<file path="src/shared/mfde_pkg.sv">
/*
  mfde_pkg: constants for the module fault diagnostic encoder.
  Assumes a single clock domain; used by the encoder and its bench.
*/
package mfde_pkg;
  localparam int unsigned SELECTOR_BYTE    = 7;
  localparam int unsigned FIRST_ENTRY_BYTE = 16;
  localparam int unsigned LAST_ENTRY_BYTE  = 60;
  localparam int unsigned MAX_ENTRIES      = (LAST_ENTRY_BYTE - FIRST_ENTRY_BYTE) / 2 + 1;
  localparam logic [7:0]  FMT_SMALL        = 8'h81;
  localparam logic [7:0]  FMT_LARGE        = 8'hA1;
  localparam int unsigned FAULT_BIT_STD    = 6;
  localparam int unsigned FAULT_BIT_SERIAL = 3;
  localparam int unsigned SMALL_MOD_MAX    = 63;
  localparam int unsigned CHANNELS         = 4;
  typedef enum logic [1:0] {MFDE_IDLE, MFDE_SCAN, MFDE_DONE} mfde_state_t;
endpackage

</file>
<file path="src/mfde_encoder.sv">
/*
  mfde_encoder: walks module channel status and emits diagnostic entry bytes.
  Assumes a status source that answers combinationally to o_mod_index/o_chan_index
  within the same cycle, and a byte sink that stores each o_byte_valid pulse.
*/
`timescale 1ns/10ps
module mfde_encoder #(
  parameter int unsigned NUM_MODULES = 64
) (
  input  wire logic       i_clock,
  input  wire logic       i_resetn,
  input  wire logic       i_start,
  input  wire logic       i_diag_enable,
  input  wire logic       i_large_layout,
  input  wire logic [7:0] i_status,
  input  wire logic       i_is_serial,
  output logic      [7:0] o_mod_index,
  output logic      [1:0] o_chan_index,
  output logic            o_byte_valid,
  output logic      [5:0] o_byte_addr,
  output logic      [7:0] o_byte_data,
  output logic      [4:0] o_entry_count,
  output logic            o_done
);
  localparam logic [7:0] LAST_MOD = 8'(NUM_MODULES - 1);
  localparam logic [4:0] MAXE     = 5'(mfde_pkg::MAX_ENTRIES);

  mfde_pkg::mfde_state_t state_r, state_nxt;
  logic [7:0] mod_r, mod_nxt;
  logic [1:0] ch_r, ch_nxt;
  logic [4:0] cnt_r, cnt_nxt;
  logic       half_r, half_nxt;
  logic       large_r, large_nxt;
  logic       sel_r, sel_nxt;
  logic       vld_r, vld_nxt;
  logic [5:0] addr_r, addr_nxt;
  logic [7:0] data_r, data_nxt;
  logic [7:0] stat_r, stat_nxt;
  logic       done_r, done_nxt;
  logic       faulty;

  function automatic logic is_faulty(input logic [7:0] s, input logic serial);
    return serial ? s[mfde_pkg::FAULT_BIT_SERIAL] : s[mfde_pkg::FAULT_BIT_STD];
  endfunction

  assign faulty = is_faulty(i_status, i_is_serial);

  always_comb begin
    state_nxt = state_r;
    mod_nxt   = mod_r;
    ch_nxt    = ch_r;
    cnt_nxt   = cnt_r;
    half_nxt  = half_r;
    large_nxt = large_r;
    sel_nxt   = sel_r;
    vld_nxt   = 1'b0;
    addr_nxt  = addr_r;
    data_nxt  = data_r;
    stat_nxt  = stat_r;
    done_nxt  = 1'b0;
    unique case (state_r)
      mfde_pkg::MFDE_IDLE: begin
        if (i_start) begin
          large_nxt = i_large_layout;
          mod_nxt   = 8'h00;
          ch_nxt    = 2'h0;
          cnt_nxt   = 5'h00;
          half_nxt  = 1'b0;
          sel_nxt   = 1'b1;
          vld_nxt   = 1'b1;
          addr_nxt  = 6'(mfde_pkg::SELECTOR_BYTE);
          data_nxt  = i_large_layout ? mfde_pkg::FMT_LARGE : mfde_pkg::FMT_SMALL;
          state_nxt = i_diag_enable ? mfde_pkg::MFDE_SCAN : mfde_pkg::MFDE_DONE;
        end
      end
      mfde_pkg::MFDE_SCAN: begin
        sel_nxt = 1'b0;
        if (half_r) begin
          vld_nxt  = 1'b1;
          addr_nxt = addr_r + 6'h01;
          if (large_r) begin
            data_nxt = {ch_r, stat_r[5:0]};
          end else begin
            data_nxt = stat_r;
          end
          half_nxt = 1'b0;
          cnt_nxt  = cnt_r + 5'h01;
          if (ch_r == 2'(mfde_pkg::CHANNELS - 1)) begin
            ch_nxt  = 2'h0;
            mod_nxt = mod_r + 8'h01;
          end else begin
            ch_nxt = ch_r + 2'h1;
          end
          if (cnt_r + 5'h01 == MAXE ||
              (ch_r == 2'(mfde_pkg::CHANNELS - 1) && mod_r == LAST_MOD)) begin
            state_nxt = mfde_pkg::MFDE_DONE;
          end
        end else if (faulty) begin
          vld_nxt  = 1'b1;
          addr_nxt = 6'(mfde_pkg::FIRST_ENTRY_BYTE) + {cnt_r, 1'b0};
          if (large_r) begin
            data_nxt = mod_r;
          end else begin
            data_nxt = {ch_r, mod_r[5:0]};
          end
          stat_nxt = i_status;
          half_nxt = 1'b1;
        end else begin
          if (ch_r == 2'(mfde_pkg::CHANNELS - 1)) begin
            ch_nxt  = 2'h0;
            mod_nxt = mod_r + 8'h01;
            if (mod_r == LAST_MOD) begin
              state_nxt = mfde_pkg::MFDE_DONE;
            end
          end else begin
            ch_nxt = ch_r + 2'h1;
          end
        end
      end
      mfde_pkg::MFDE_DONE: begin
        done_nxt  = 1'b1;
        state_nxt = mfde_pkg::MFDE_IDLE;
      end
      default: state_nxt = mfde_pkg::MFDE_IDLE;
    endcase
  end

  always_ff @(posedge i_clock or negedge i_resetn) begin
    if (!i_resetn) begin
      state_r <= mfde_pkg::MFDE_IDLE;
      mod_r   <= 8'h00;
      ch_r    <= 2'h0;
      cnt_r   <= 5'h00;
      half_r  <= 1'b0;
      large_r <= 1'b0;
      sel_r   <= 1'b0;
      vld_r   <= 1'b0;
      addr_r  <= 6'h00;
      data_r  <= 8'h00;
      stat_r  <= 8'h00;
      done_r  <= 1'b0;
    end else begin
      state_r <= state_nxt;
      mod_r   <= mod_nxt;
      ch_r    <= ch_nxt;
      cnt_r   <= cnt_nxt;
      half_r  <= half_nxt;
      large_r <= large_nxt;
      sel_r   <= sel_nxt;
      vld_r   <= vld_nxt;
      addr_r  <= addr_nxt;
      data_r  <= data_nxt;
      stat_r  <= stat_nxt;
      done_r  <= done_nxt;
    end
  end

  assign o_mod_index   = mod_r;
  assign o_chan_index  = ch_r;
  assign o_byte_valid  = vld_r;
  assign o_byte_addr   = addr_r;
  assign o_byte_data   = data_r;
  assign o_entry_count = cnt_r;
  assign o_done        = done_r;

  // checks
  a_no_entry_disabled: assert property (@(posedge i_clock) disable iff (!i_resetn)
    (i_start && state_r == mfde_pkg::MFDE_IDLE && !i_diag_enable)
    |=> ##1 (o_done && !o_byte_valid))
    else $error("entry emitted with diagnosis off");
  a_small_mod_byte: assert property (@(posedge i_clock) disable iff (!i_resetn)
    (state_r == mfde_pkg::MFDE_SCAN && !half_r && faulty && !large_r)
    |=> (o_byte_data == {$past(ch_r), $past(mod_r[5:0])}))
    else $error("small layout module byte wrong");
  a_chan_field: assert property (@(posedge i_clock) disable iff (!i_resetn)
    (state_r == mfde_pkg::MFDE_SCAN && half_r && large_r)
    |=> (o_byte_data[7:6] == $past(ch_r)))
    else $error("channel field wrong");
  a_small_status: assert property (@(posedge i_clock) disable iff (!i_resetn)
    (state_r == mfde_pkg::MFDE_SCAN && half_r && !large_r)
    |=> (o_byte_data == $past(stat_r)))
    else $error("small layout status byte wrong");
  a_large_mod_byte: assert property (@(posedge i_clock) disable iff (!i_resetn)
    (state_r == mfde_pkg::MFDE_SCAN && !half_r && faulty && large_r)
    |=> (o_byte_data == $past(mod_r)))
    else $error("large layout module byte wrong");
  a_large_status: assert property (@(posedge i_clock) disable iff (!i_resetn)
    (state_r == mfde_pkg::MFDE_SCAN && half_r && large_r)
    |=> (o_byte_data[5:0] == $past(stat_r[5:0])))
    else $error("large layout status bits wrong");
  a_fault_detect: assert property (@(posedge i_clock) disable iff (!i_resetn)
    (state_r == mfde_pkg::MFDE_SCAN && !half_r &&
     (i_is_serial ? i_status[mfde_pkg::FAULT_BIT_SERIAL] : i_status[mfde_pkg::FAULT_BIT_STD]))
    |=> (o_byte_valid && half_r))
    else $error("faulty channel not reported");
  a_selector_byte: assert property (@(posedge i_clock) disable iff (!i_resetn)
    (state_r == mfde_pkg::MFDE_IDLE && i_start)
    |=> (o_byte_valid && o_byte_addr == 6'(mfde_pkg::SELECTOR_BYTE) &&
         o_byte_data == (large_r ? mfde_pkg::FMT_LARGE : mfde_pkg::FMT_SMALL)))
    else $error("selector byte wrong");
  a_addr_bound: assert property (@(posedge i_clock) disable iff (!i_resetn)
    (o_byte_valid && !sel_r)
    |-> (o_byte_addr >= 6'(mfde_pkg::FIRST_ENTRY_BYTE) &&
         o_byte_addr <= 6'(mfde_pkg::LAST_ENTRY_BYTE + 1) && o_entry_count <= MAXE))
    else $error("entry outside window");
  a_entry_addr: assert property (@(posedge i_clock) disable iff (!i_resetn)
    (state_r == mfde_pkg::MFDE_SCAN && !half_r && faulty)
    |=> (o_byte_addr == 6'(mfde_pkg::FIRST_ENTRY_BYTE) + {o_entry_count, 1'b0}))
    else $error("entry address not consecutive");
  a_stop_full: assert property (@(posedge i_clock) disable iff (!i_resetn)
    (o_entry_count == MAXE) |-> (state_r != mfde_pkg::MFDE_SCAN))
    else $error("scan continued after full list");
  c_small_entry: cover property (@(posedge i_clock) disable iff (!i_resetn)
    o_byte_valid && !large_r && o_byte_addr == 6'h11);
  c_large_entry: cover property (@(posedge i_clock) disable iff (!i_resetn)
    o_byte_valid && large_r && o_byte_addr == 6'h11);
  c_full_list: cover property (@(posedge i_clock) disable iff (!i_resetn)
    o_byte_valid && o_byte_addr == 6'h3D);
  c_diag_off: cover property (@(posedge i_clock) disable iff (!i_resetn)
    i_start && state_r == mfde_pkg::MFDE_IDLE && !i_diag_enable);
endmodule // mfde_encoder

</file>
<file path="config.mk">
export PLATFORM = sky130hd
export DESIGN_NAME = mfde_encoder
export DESIGN_NICKNAME = d
export VERILOG_FILES = /design/src/shared/mfde_pkg.sv /design/src/mfde_encoder.sv
export SDC_FILE = /design/constraint.sdc
export NUM_CORES = 1
export LEC_CHECK = 0
export BUFFER_PORTS_ARGS = -buffer_cell sky130_fd_sc_hd__buf_2
export CORE_AREA = 4 4 77 61
export CTS_BUF_LIST = sky130_fd_sc_hd__clkbuf_16
export CTS_CLUSTER_DIAMETER = 80
export CTS_CLUSTER_SIZE = 25
export DETAILED_ROUTE_END_ITERATION = 7
export DIE_AREA = 0 0 81 65
export GPL_TIMING_DRIVEN = 0
export PLACE_DENSITY_LB_ADDON = 0.3
export SLEW_MARGIN = 15
export SYNTH_ARGS = -nofsm -noshare
export SYNTH_HDL_FRONTEND = slang
export SYNTH_SLANG_ARGS = --single-unit
</file>
<file path="constraint.sdc">
create_clock -name i_clock -period 4.9 [get_ports i_clock]
set_clock_uncertainty 0.15 [all_clocks]
set_input_delay 0.98 -clock i_clock [delete_from_list [all_inputs] [get_ports i_clock]]
set_output_delay 0.98 -clock i_clock [all_outputs]
set_load 0.03 [all_outputs]
</file>
==> results of run 1 <==
-- sequential cells by signal, summed over array words and instances, names as in the netlist --
signal / flops
o_byte_addr: 6
stat_r: 8
o_chan_index: 2
state_r: 2
o_byte_data: 8
o_mod_index: 8
half_r: 1
o_entry_count: 5
o_byte_valid: 1
o_done: 1
large_r: 1
-- power by group --
group	leakage (nW)	switching [mW]	internal [mW]
Combinational	0.602	0.570	0.316
Sequential	0.544	0.139	0.493
Clock	0.0952	0.132	0.290
-- placed cells by master, fill, tap and decap left out, types with 3 or more instances in the layout --
master and count:
or3_1 4, or4_1 3, clkbuf_1 4, nand2_1 27, mux2_1 8, inv_2 3, a21oi_1 13, nand2b_1 3
o31ai_1 9, mux2i_1 11, ha_1 5, dfrtp_1 43, xor2_1 5, inv_1 5, buf_2 48, o21ai_0 12
o21ai_1 4, nand3_1 12, clkbuf_16 5, nor2_1 9
-- area by class of cell --
cell class,instances,area [µm²],area share
flip-flops and latches,43,1076,0.4021
multi-input cells,154,1050,0.3922
repair buffers,44,220.2,0.08228
clock buffers,5,125.1,0.04675
well taps,55,68.82,0.02571
clock inverters,3,63.81,0.02384
plain buffers,9,46.29,0.01730
inverters,7,26.28,0.009818
-- routing by layer --
metal,track usage,part of all wire,vias up
met1,0.3131,0.46,925
met5,0,0,-
met3,0.04583,0.054,12
met4,0.07173,0.013,0
li1,-,-,877
met2,0.3576,0.47,69
-- cells by family (layout without fill, tap and decap cells) --
logic type | Yosys count | count (layout) | synth area share
flip-flops | 43 | 43 | 0.4895
adder cells (fa/ha/maj) | 5 | 5 | 0.02846
multiplexers | 22 | 22 | 0.1133
AND/OR/NAND/NOR | 66 | 66 | 0.1468
XOR/XNOR | 7 | 7 | 0.02789
AO/OA/AOI/OAI | 54 | 54 | 0.1611
buffers and inverters | 16 | 68 | 0.03301
-- final timing paths --
| path | cells after the start | to | startpoint | slack (ns) |
|---|---|---|---|---|
| hold reg to reg | 2 | o_byte_data[3] | o_byte_data[3] | 0.32 |
| min in group asynchronous | 1 | o_byte_data[2] | i_resetn | 0.69 |
| hold / removal | 2 | o_byte_data[3] | o_byte_data[3] | 0.32 |
| max in group asynchronous | 1 | o_mod_index[0] | i_resetn | 3.32 |
| setup / recovery | 6 | o_mod_index[6] | i_is_serial | 2.52 |
| setup reg to reg | 5 | stat_r[3] | state_r[1] | 2.79 |
-- stage by stage --
step | instances | area, µm² | hold slack, ns
final | 320 | 2676 | 0.3221
after global routing | 320 | 2676 | 0.3445
after CTS | 320 | 2676 | 0.3265
after detailed placement | 312 | 2487 | 0.3129
after global placement | 312 | 2487 | 0.3066
after floorplan | 213 | 2198 | 0.3102
-- critical path: stages --
cell      delay (ns)
buf_2           0.11
mux2i_4         0.37
o311ai_2        0.16
buf_6           0.17
or4_1           0.49
a21oi_1         0.14
==> results.sh, run 1 <==
export IMPL_drtIter0Drc=157
export IMPL_status="completed"
export IMPL_crit_required_ns=4.96
export IMPL_dr_total_vias=1883
export IMPL_period_needed_ns=2.382
export IMPL_vdd_drop_max_v=0.0003650
export IMPL_grt_pass1_vias=1854
export IMPL_finalHoldViolations=0
export IMPL_yosysWarnings=0
export IMPL_route_antenna_remaining_nets=0
export IMPL_drc=0
export IMPL_cts_buffers=5
export IMPL_synth_edff_count=0
export IMPL_yosys_cell_types_count=43
export IMPL_synth_flop_cell="dfrtp_1"
export IMPL_rsz0062_at_grt="false"
export IMPL_core_rowCount=20
export IMPL_cts_sinks=43
export IMPL_syn_nets=232
export IMPL_synth_most_common_cell="dfrtp_1"
export IMPL_tns_ns=0
export IMPL_start_util=0.5560
export IMPL_pre_cts_slack_ns=2.246
export IMPL_io_pins=45
export IMPL_antenna_found_initial=0
export IMPL_root_buffer="clkbuf_16"
export IMPL_core_um2=3954
export IMPL_setup_viol=0
export IMPL_total_power_mw=1.941
export IMPL_drive_above_1_share=0.2453
export IMPL_crit_path_start_kind="input pin"
export IMPL_n_antenna_cell=0
export IMPL_ys_ff_latch=43
export IMPL_drv_cap=0
export IMPL_grt_max_degree=44
export IMPL_drt_pass1_iterations=4
export IMPL_synth_top_area_share=0.4895
export IMPL_clock_fmax_mhz=419.8
export IMPL_die_x_um=81
export IMPL_numPortBuffers=44
export IMPL_insertion_delay_ns=0.28
export IMPL_ctsHtreeMaxLevel=2
export IMPL_dieArea_um2=5265
export IMPL_finalMaxSlewViolations=0
export IMPL_yosysSeqAreaShare=0.4895
export IMPL_cts_tree="built"
export IMPL_timing_setup_critical_path_class="input pin to flip-flop"
export IMPL_cts_resized=0
export IMPL_power_leakage_nw=1.241
export IMPL_synth_area_leaders="dfrtp_1, mux2i_1, nand2_1"
export IMPL_cts_max_path_buffers=2
export IMPL_async_flop_share=1.000
export IMPL_min_path_type="flip-flop to flip-flop"
export IMPL_power_density_nw_per_um2=725.1
export IMPL_fillers=322
export IMPL_place_congestion=0.8616
export IMPL_hold_buffers=0
export IMPL_dpl_hpwl_mm=3.695
export IMPL_die_h_um=65
export IMPL_grt_ovfl_total=0
export IMPL_clkTransAtPathRegs_ns=0.06
export IMPL_wl_per_cell_um=16.83
export IMPL_period_share=0.4861
export IMPL_endpoint_kind="flip-flop"
export IMPL_track_usage=0.2268
export IMPL_vias_per_cell=5.884
export IMPL_arrival_ns=2.44
export IMPL_area_growth_pct=21.74
export IMPL_wl_mm=5.386
export IMPL_relSlewSlack=0.3719
export IMPL_grt_first_pass_wirelength_mm=9.211
export IMPL_final_nets=283
export IMPL_synth_avg_cell_area_um2=10.32
export IMPL_path_max_fanout=10
export IMPL_synth_commonest_cells="dfrtp_1, nand2_1, a21oi_1"
export IMPL_netlist_top_cell_by_area="dfrtp_1"
export IMPL_tightest_slew_ns=0.9421
export IMPL_final_util=0.6769
export IMPL_synthCells=213
export IMPL_setup_slack_ns=2.518
export IMPL_cts_setup_buffers=0
export IMPL_netlist_area_um2=2198
Note: power is estimated with default switching activity, not from simulation.
==> inputs of run 2 (changes only) <==
--- a/config.mk
+++ b/config.mk
@@ -6,12 +6,12 @@
 export NUM_CORES = 1
 export LEC_CHECK = 0
 export BUFFER_PORTS_ARGS = -buffer_cell sky130_fd_sc_hd__buf_2
-export CORE_AREA = 4 4 77 61
+export CORE_AREA = 4 4 83 66
 export CTS_BUF_LIST = sky130_fd_sc_hd__clkbuf_16
 export CTS_CLUSTER_DIAMETER = 80
 export CTS_CLUSTER_SIZE = 25
 export DETAILED_ROUTE_END_ITERATION = 7
-export DIE_AREA = 0 0 81 65
+export DIE_AREA = 0 0 87 70
 export GPL_TIMING_DRIVEN = 0
 export PLACE_DENSITY_LB_ADDON = 0.3
 export SLEW_MARGIN = 15
==> constraint.sdc (replaced) <==
create_clock -name i_clock -period 2.1 [get_ports i_clock]
set_clock_uncertainty 0.15 [all_clocks]
set_input_delay 0.42 -clock i_clock [delete_from_list [all_inputs] [get_ports i_clock]]
set_output_delay 0.42 -clock i_clock [all_outputs]
set_load 0.03 [all_outputs]
==> run 2 against run 1 <==
Compared with the run above:
- combinational power is 130% higher
- worst hold slack worse by 0.18 ns
- sequential share of layout area grew 0.60 points
- count of clock-buffer cells in the layout unchanged
- critical path depth stayed put
- register-to-register slack worse by 2.7 ns
- sequential cell count did not move
- largest cell class unchanged
==> results.sh, run 2 (synthesized netlist as in run 1, its figures left out) <==
export IMPL_drv_cap=0
export IMPL_route_antenna_remaining_nets=0
export IMPL_clock_fmax_mhz=500.1
export IMPL_wl_per_cell_um=16.15
export IMPL_die_h_um=70
export IMPL_crit_slowest_cell="or4_1"
export IMPL_power_leakage_nw=1.218
export IMPL_wl_mm=5.233
export IMPL_cts_sinks=43
export IMPL_cpPeakStageDelay_ns=0.51
export IMPL_grt_max_degree=44
export IMPL_fillers=415
export IMPL_place_inst=317
export IMPL_antenna_found_initial=0
export IMPL_rsz0062_at_grt="false"
export IMPL_seq_area_um2=1077
export IMPL_period_share=0.9521
export IMPL_post_dp_cell_area_um2=2494
export IMPL_multi_input_area_um2=1061
export IMPL_final_util=0.5609
export IMPL_pre_cts_slack_ns=0.01931
export IMPL_cts_setup_buffers=0
export IMPL_final_nets=282
export IMPL_cts_max_path_buffers=2
export IMPL_grt_pass1_vias=1728
export IMPL_path_cells="ha_2 -> mux2_4 -> o311ai_2 -> buf_6 -> or4_1 -> a21oi_1"
export IMPL_grt_ovfl_total=0
export IMPL_crit_required_ns=2.16
export IMPL_arrival_ns=2.06
export IMPL_min_path_type="input pin to asynchronous set/reset pin"
export IMPL_path_max_fanout=10
export IMPL_finalHoldViolations=0
export IMPL_drc=0
export IMPL_dieArea_um2=6090
export IMPL_drtIter0Drc=99
export IMPL_clockPowerShare=0.172
export IMPL_core_rowCount=22
export IMPL_drt_pass1_iterations=4
export IMPL_period_needed_ns=2.000
export IMPL_relSlewSlack=0.3586
export IMPL_drive_above_1_share=0.2538
export IMPL_dpl_hpwl_mm=3.686
export IMPL_dr_total_vias=1800
export IMPL_setup_slack_ns=0.1005
export IMPL_final_cell_area_um2=2640
export IMPL_cp_top_family="simple AND/OR/NAND/NOR gates"
export IMPL_layout_commonest_cell="buf_2"
export IMPL_vdd_drop_max_v=0.0009879
export IMPL_n_antenna_cell=0
export IMPL_switchingPower_mw=1.916
export IMPL_p_int_mw=2.323
export IMPL_vias_per_cell=5.556
export IMPL_p_comb_frac=0.480
export IMPL_worst_hold_slack_ns=0.1423
export IMPL_place_congestion=0.8017
export IMPL_crit_path_start_kind="flip-flop"
export IMPL_insertion_delay_ns=0.28
export IMPL_cp_num_buf_inv=1
export IMPL_power_density_nw_per_um2=1606
export IMPL_area_growth_pct=20.09
export IMPL_clkTransAtPathRegs_ns=0.06
export IMPL_io_pins=45
export IMPL_tns_ns=0
export IMPL_endpoint_kind="flip-flop"
export IMPL_timing_setup_critical_path_class="flip-flop to flip-flop"
export IMPL_ctsHtreeMaxLevel=2
export IMPL_setup_viol=0
export IMPL_swShare=0.4520
export IMPL_tightest_slew_ns=0.9622
export IMPL_status="completed"
export IMPL_total_power_mw=4.240
export IMPL_final_cell_count_no_fill=324
export IMPL_finalMaxSlewViolations=0
export IMPL_grt_first_pass_wirelength_mm=8.659
export IMPL_power_share_sequential=0.348
export IMPL_root_buffer="clkbuf_16"
export IMPL_cts_buffers=5
export IMPL_final_cell_mix="buf_2, dfrtp_1, nand2_1"
export IMPL_numPortBuffers=44
export IMPL_start_util=0.4670
export IMPL_cts_tree="built"
export IMPL_core_um2=4707
export IMPL_track_usage=0.1802
export IMPL_die_x_um=87
## run 2: per-layer routing
layer  up-vias  global-route usage  share of wire
met4         0             0.05017         0.0088
met5         -                   0              0
met1       864              0.2619           0.50
met3         5             0.04835          0.063
met2        51              0.2620           0.43
li1        880                   -              -
## run 2: power by group through the flow
| stage | clock network, mW | registers, mW | logic [mW] |
|---|---|---|---|
| detailed placement | 0 | 1.48 | 2.04 |
| global route | 0.774 | 1.53 | 2.25 |
| floorplan | 0 | 1.80 | 1.13 |
| finish | 0.729 | 1.47 | 2.04 |
| global placement | 0 | 1.47 | 2.01 |
| CTS | 0.747 | 1.47 | 2.05 |
## run 2: path summary, 6_finish.rpt
kind                            startpoint  depth (start not counted)  slack [ns]               to
setup / recovery           o_chan_index[1]                          6        0.10   o_mod_index[6]
hold / removal                    i_resetn                          1        0.14   o_byte_data[3]
setup reg to reg           o_chan_index[1]                          6        0.10   o_mod_index[6]
hold reg to reg             o_byte_data[3]                          2        0.32   o_byte_data[3]
max in group asynchronous         i_resetn                          1        1.00  o_chan_index[0]
min in group i_clock           i_status[7]                          2        0.20        stat_r[7]
## run 2: repair_timing
action	CTS	global route
endpoints found under the setup margin	0	11
resized for setup	0	4
hold buffers	0	0
## run 2: worst register-to-register path, delay by kind of cell, from the launching register on
kind	cells	cell delay, ns
simple gates	1	0.51
flops	1	0.41
compound gates	2	0.29
fa+ha+maj	1	0.23
buf+inv	1	0.17
mux	1	0.16
## run 2: area by class of cell
type | instances | share of cell area
Buffer | 8 | 0.01611
Tap cell | 60 | 0.02844
Clock buffer | 5 | 0.04739
Clock inverter | 3 | 0.004739
Multi-Input combinational cell | 154 | 0.4019
Timing Repair Buffer | 44 | 0.08341
Inverter | 7 | 0.009953
Sequential cell | 43 | 0.4081
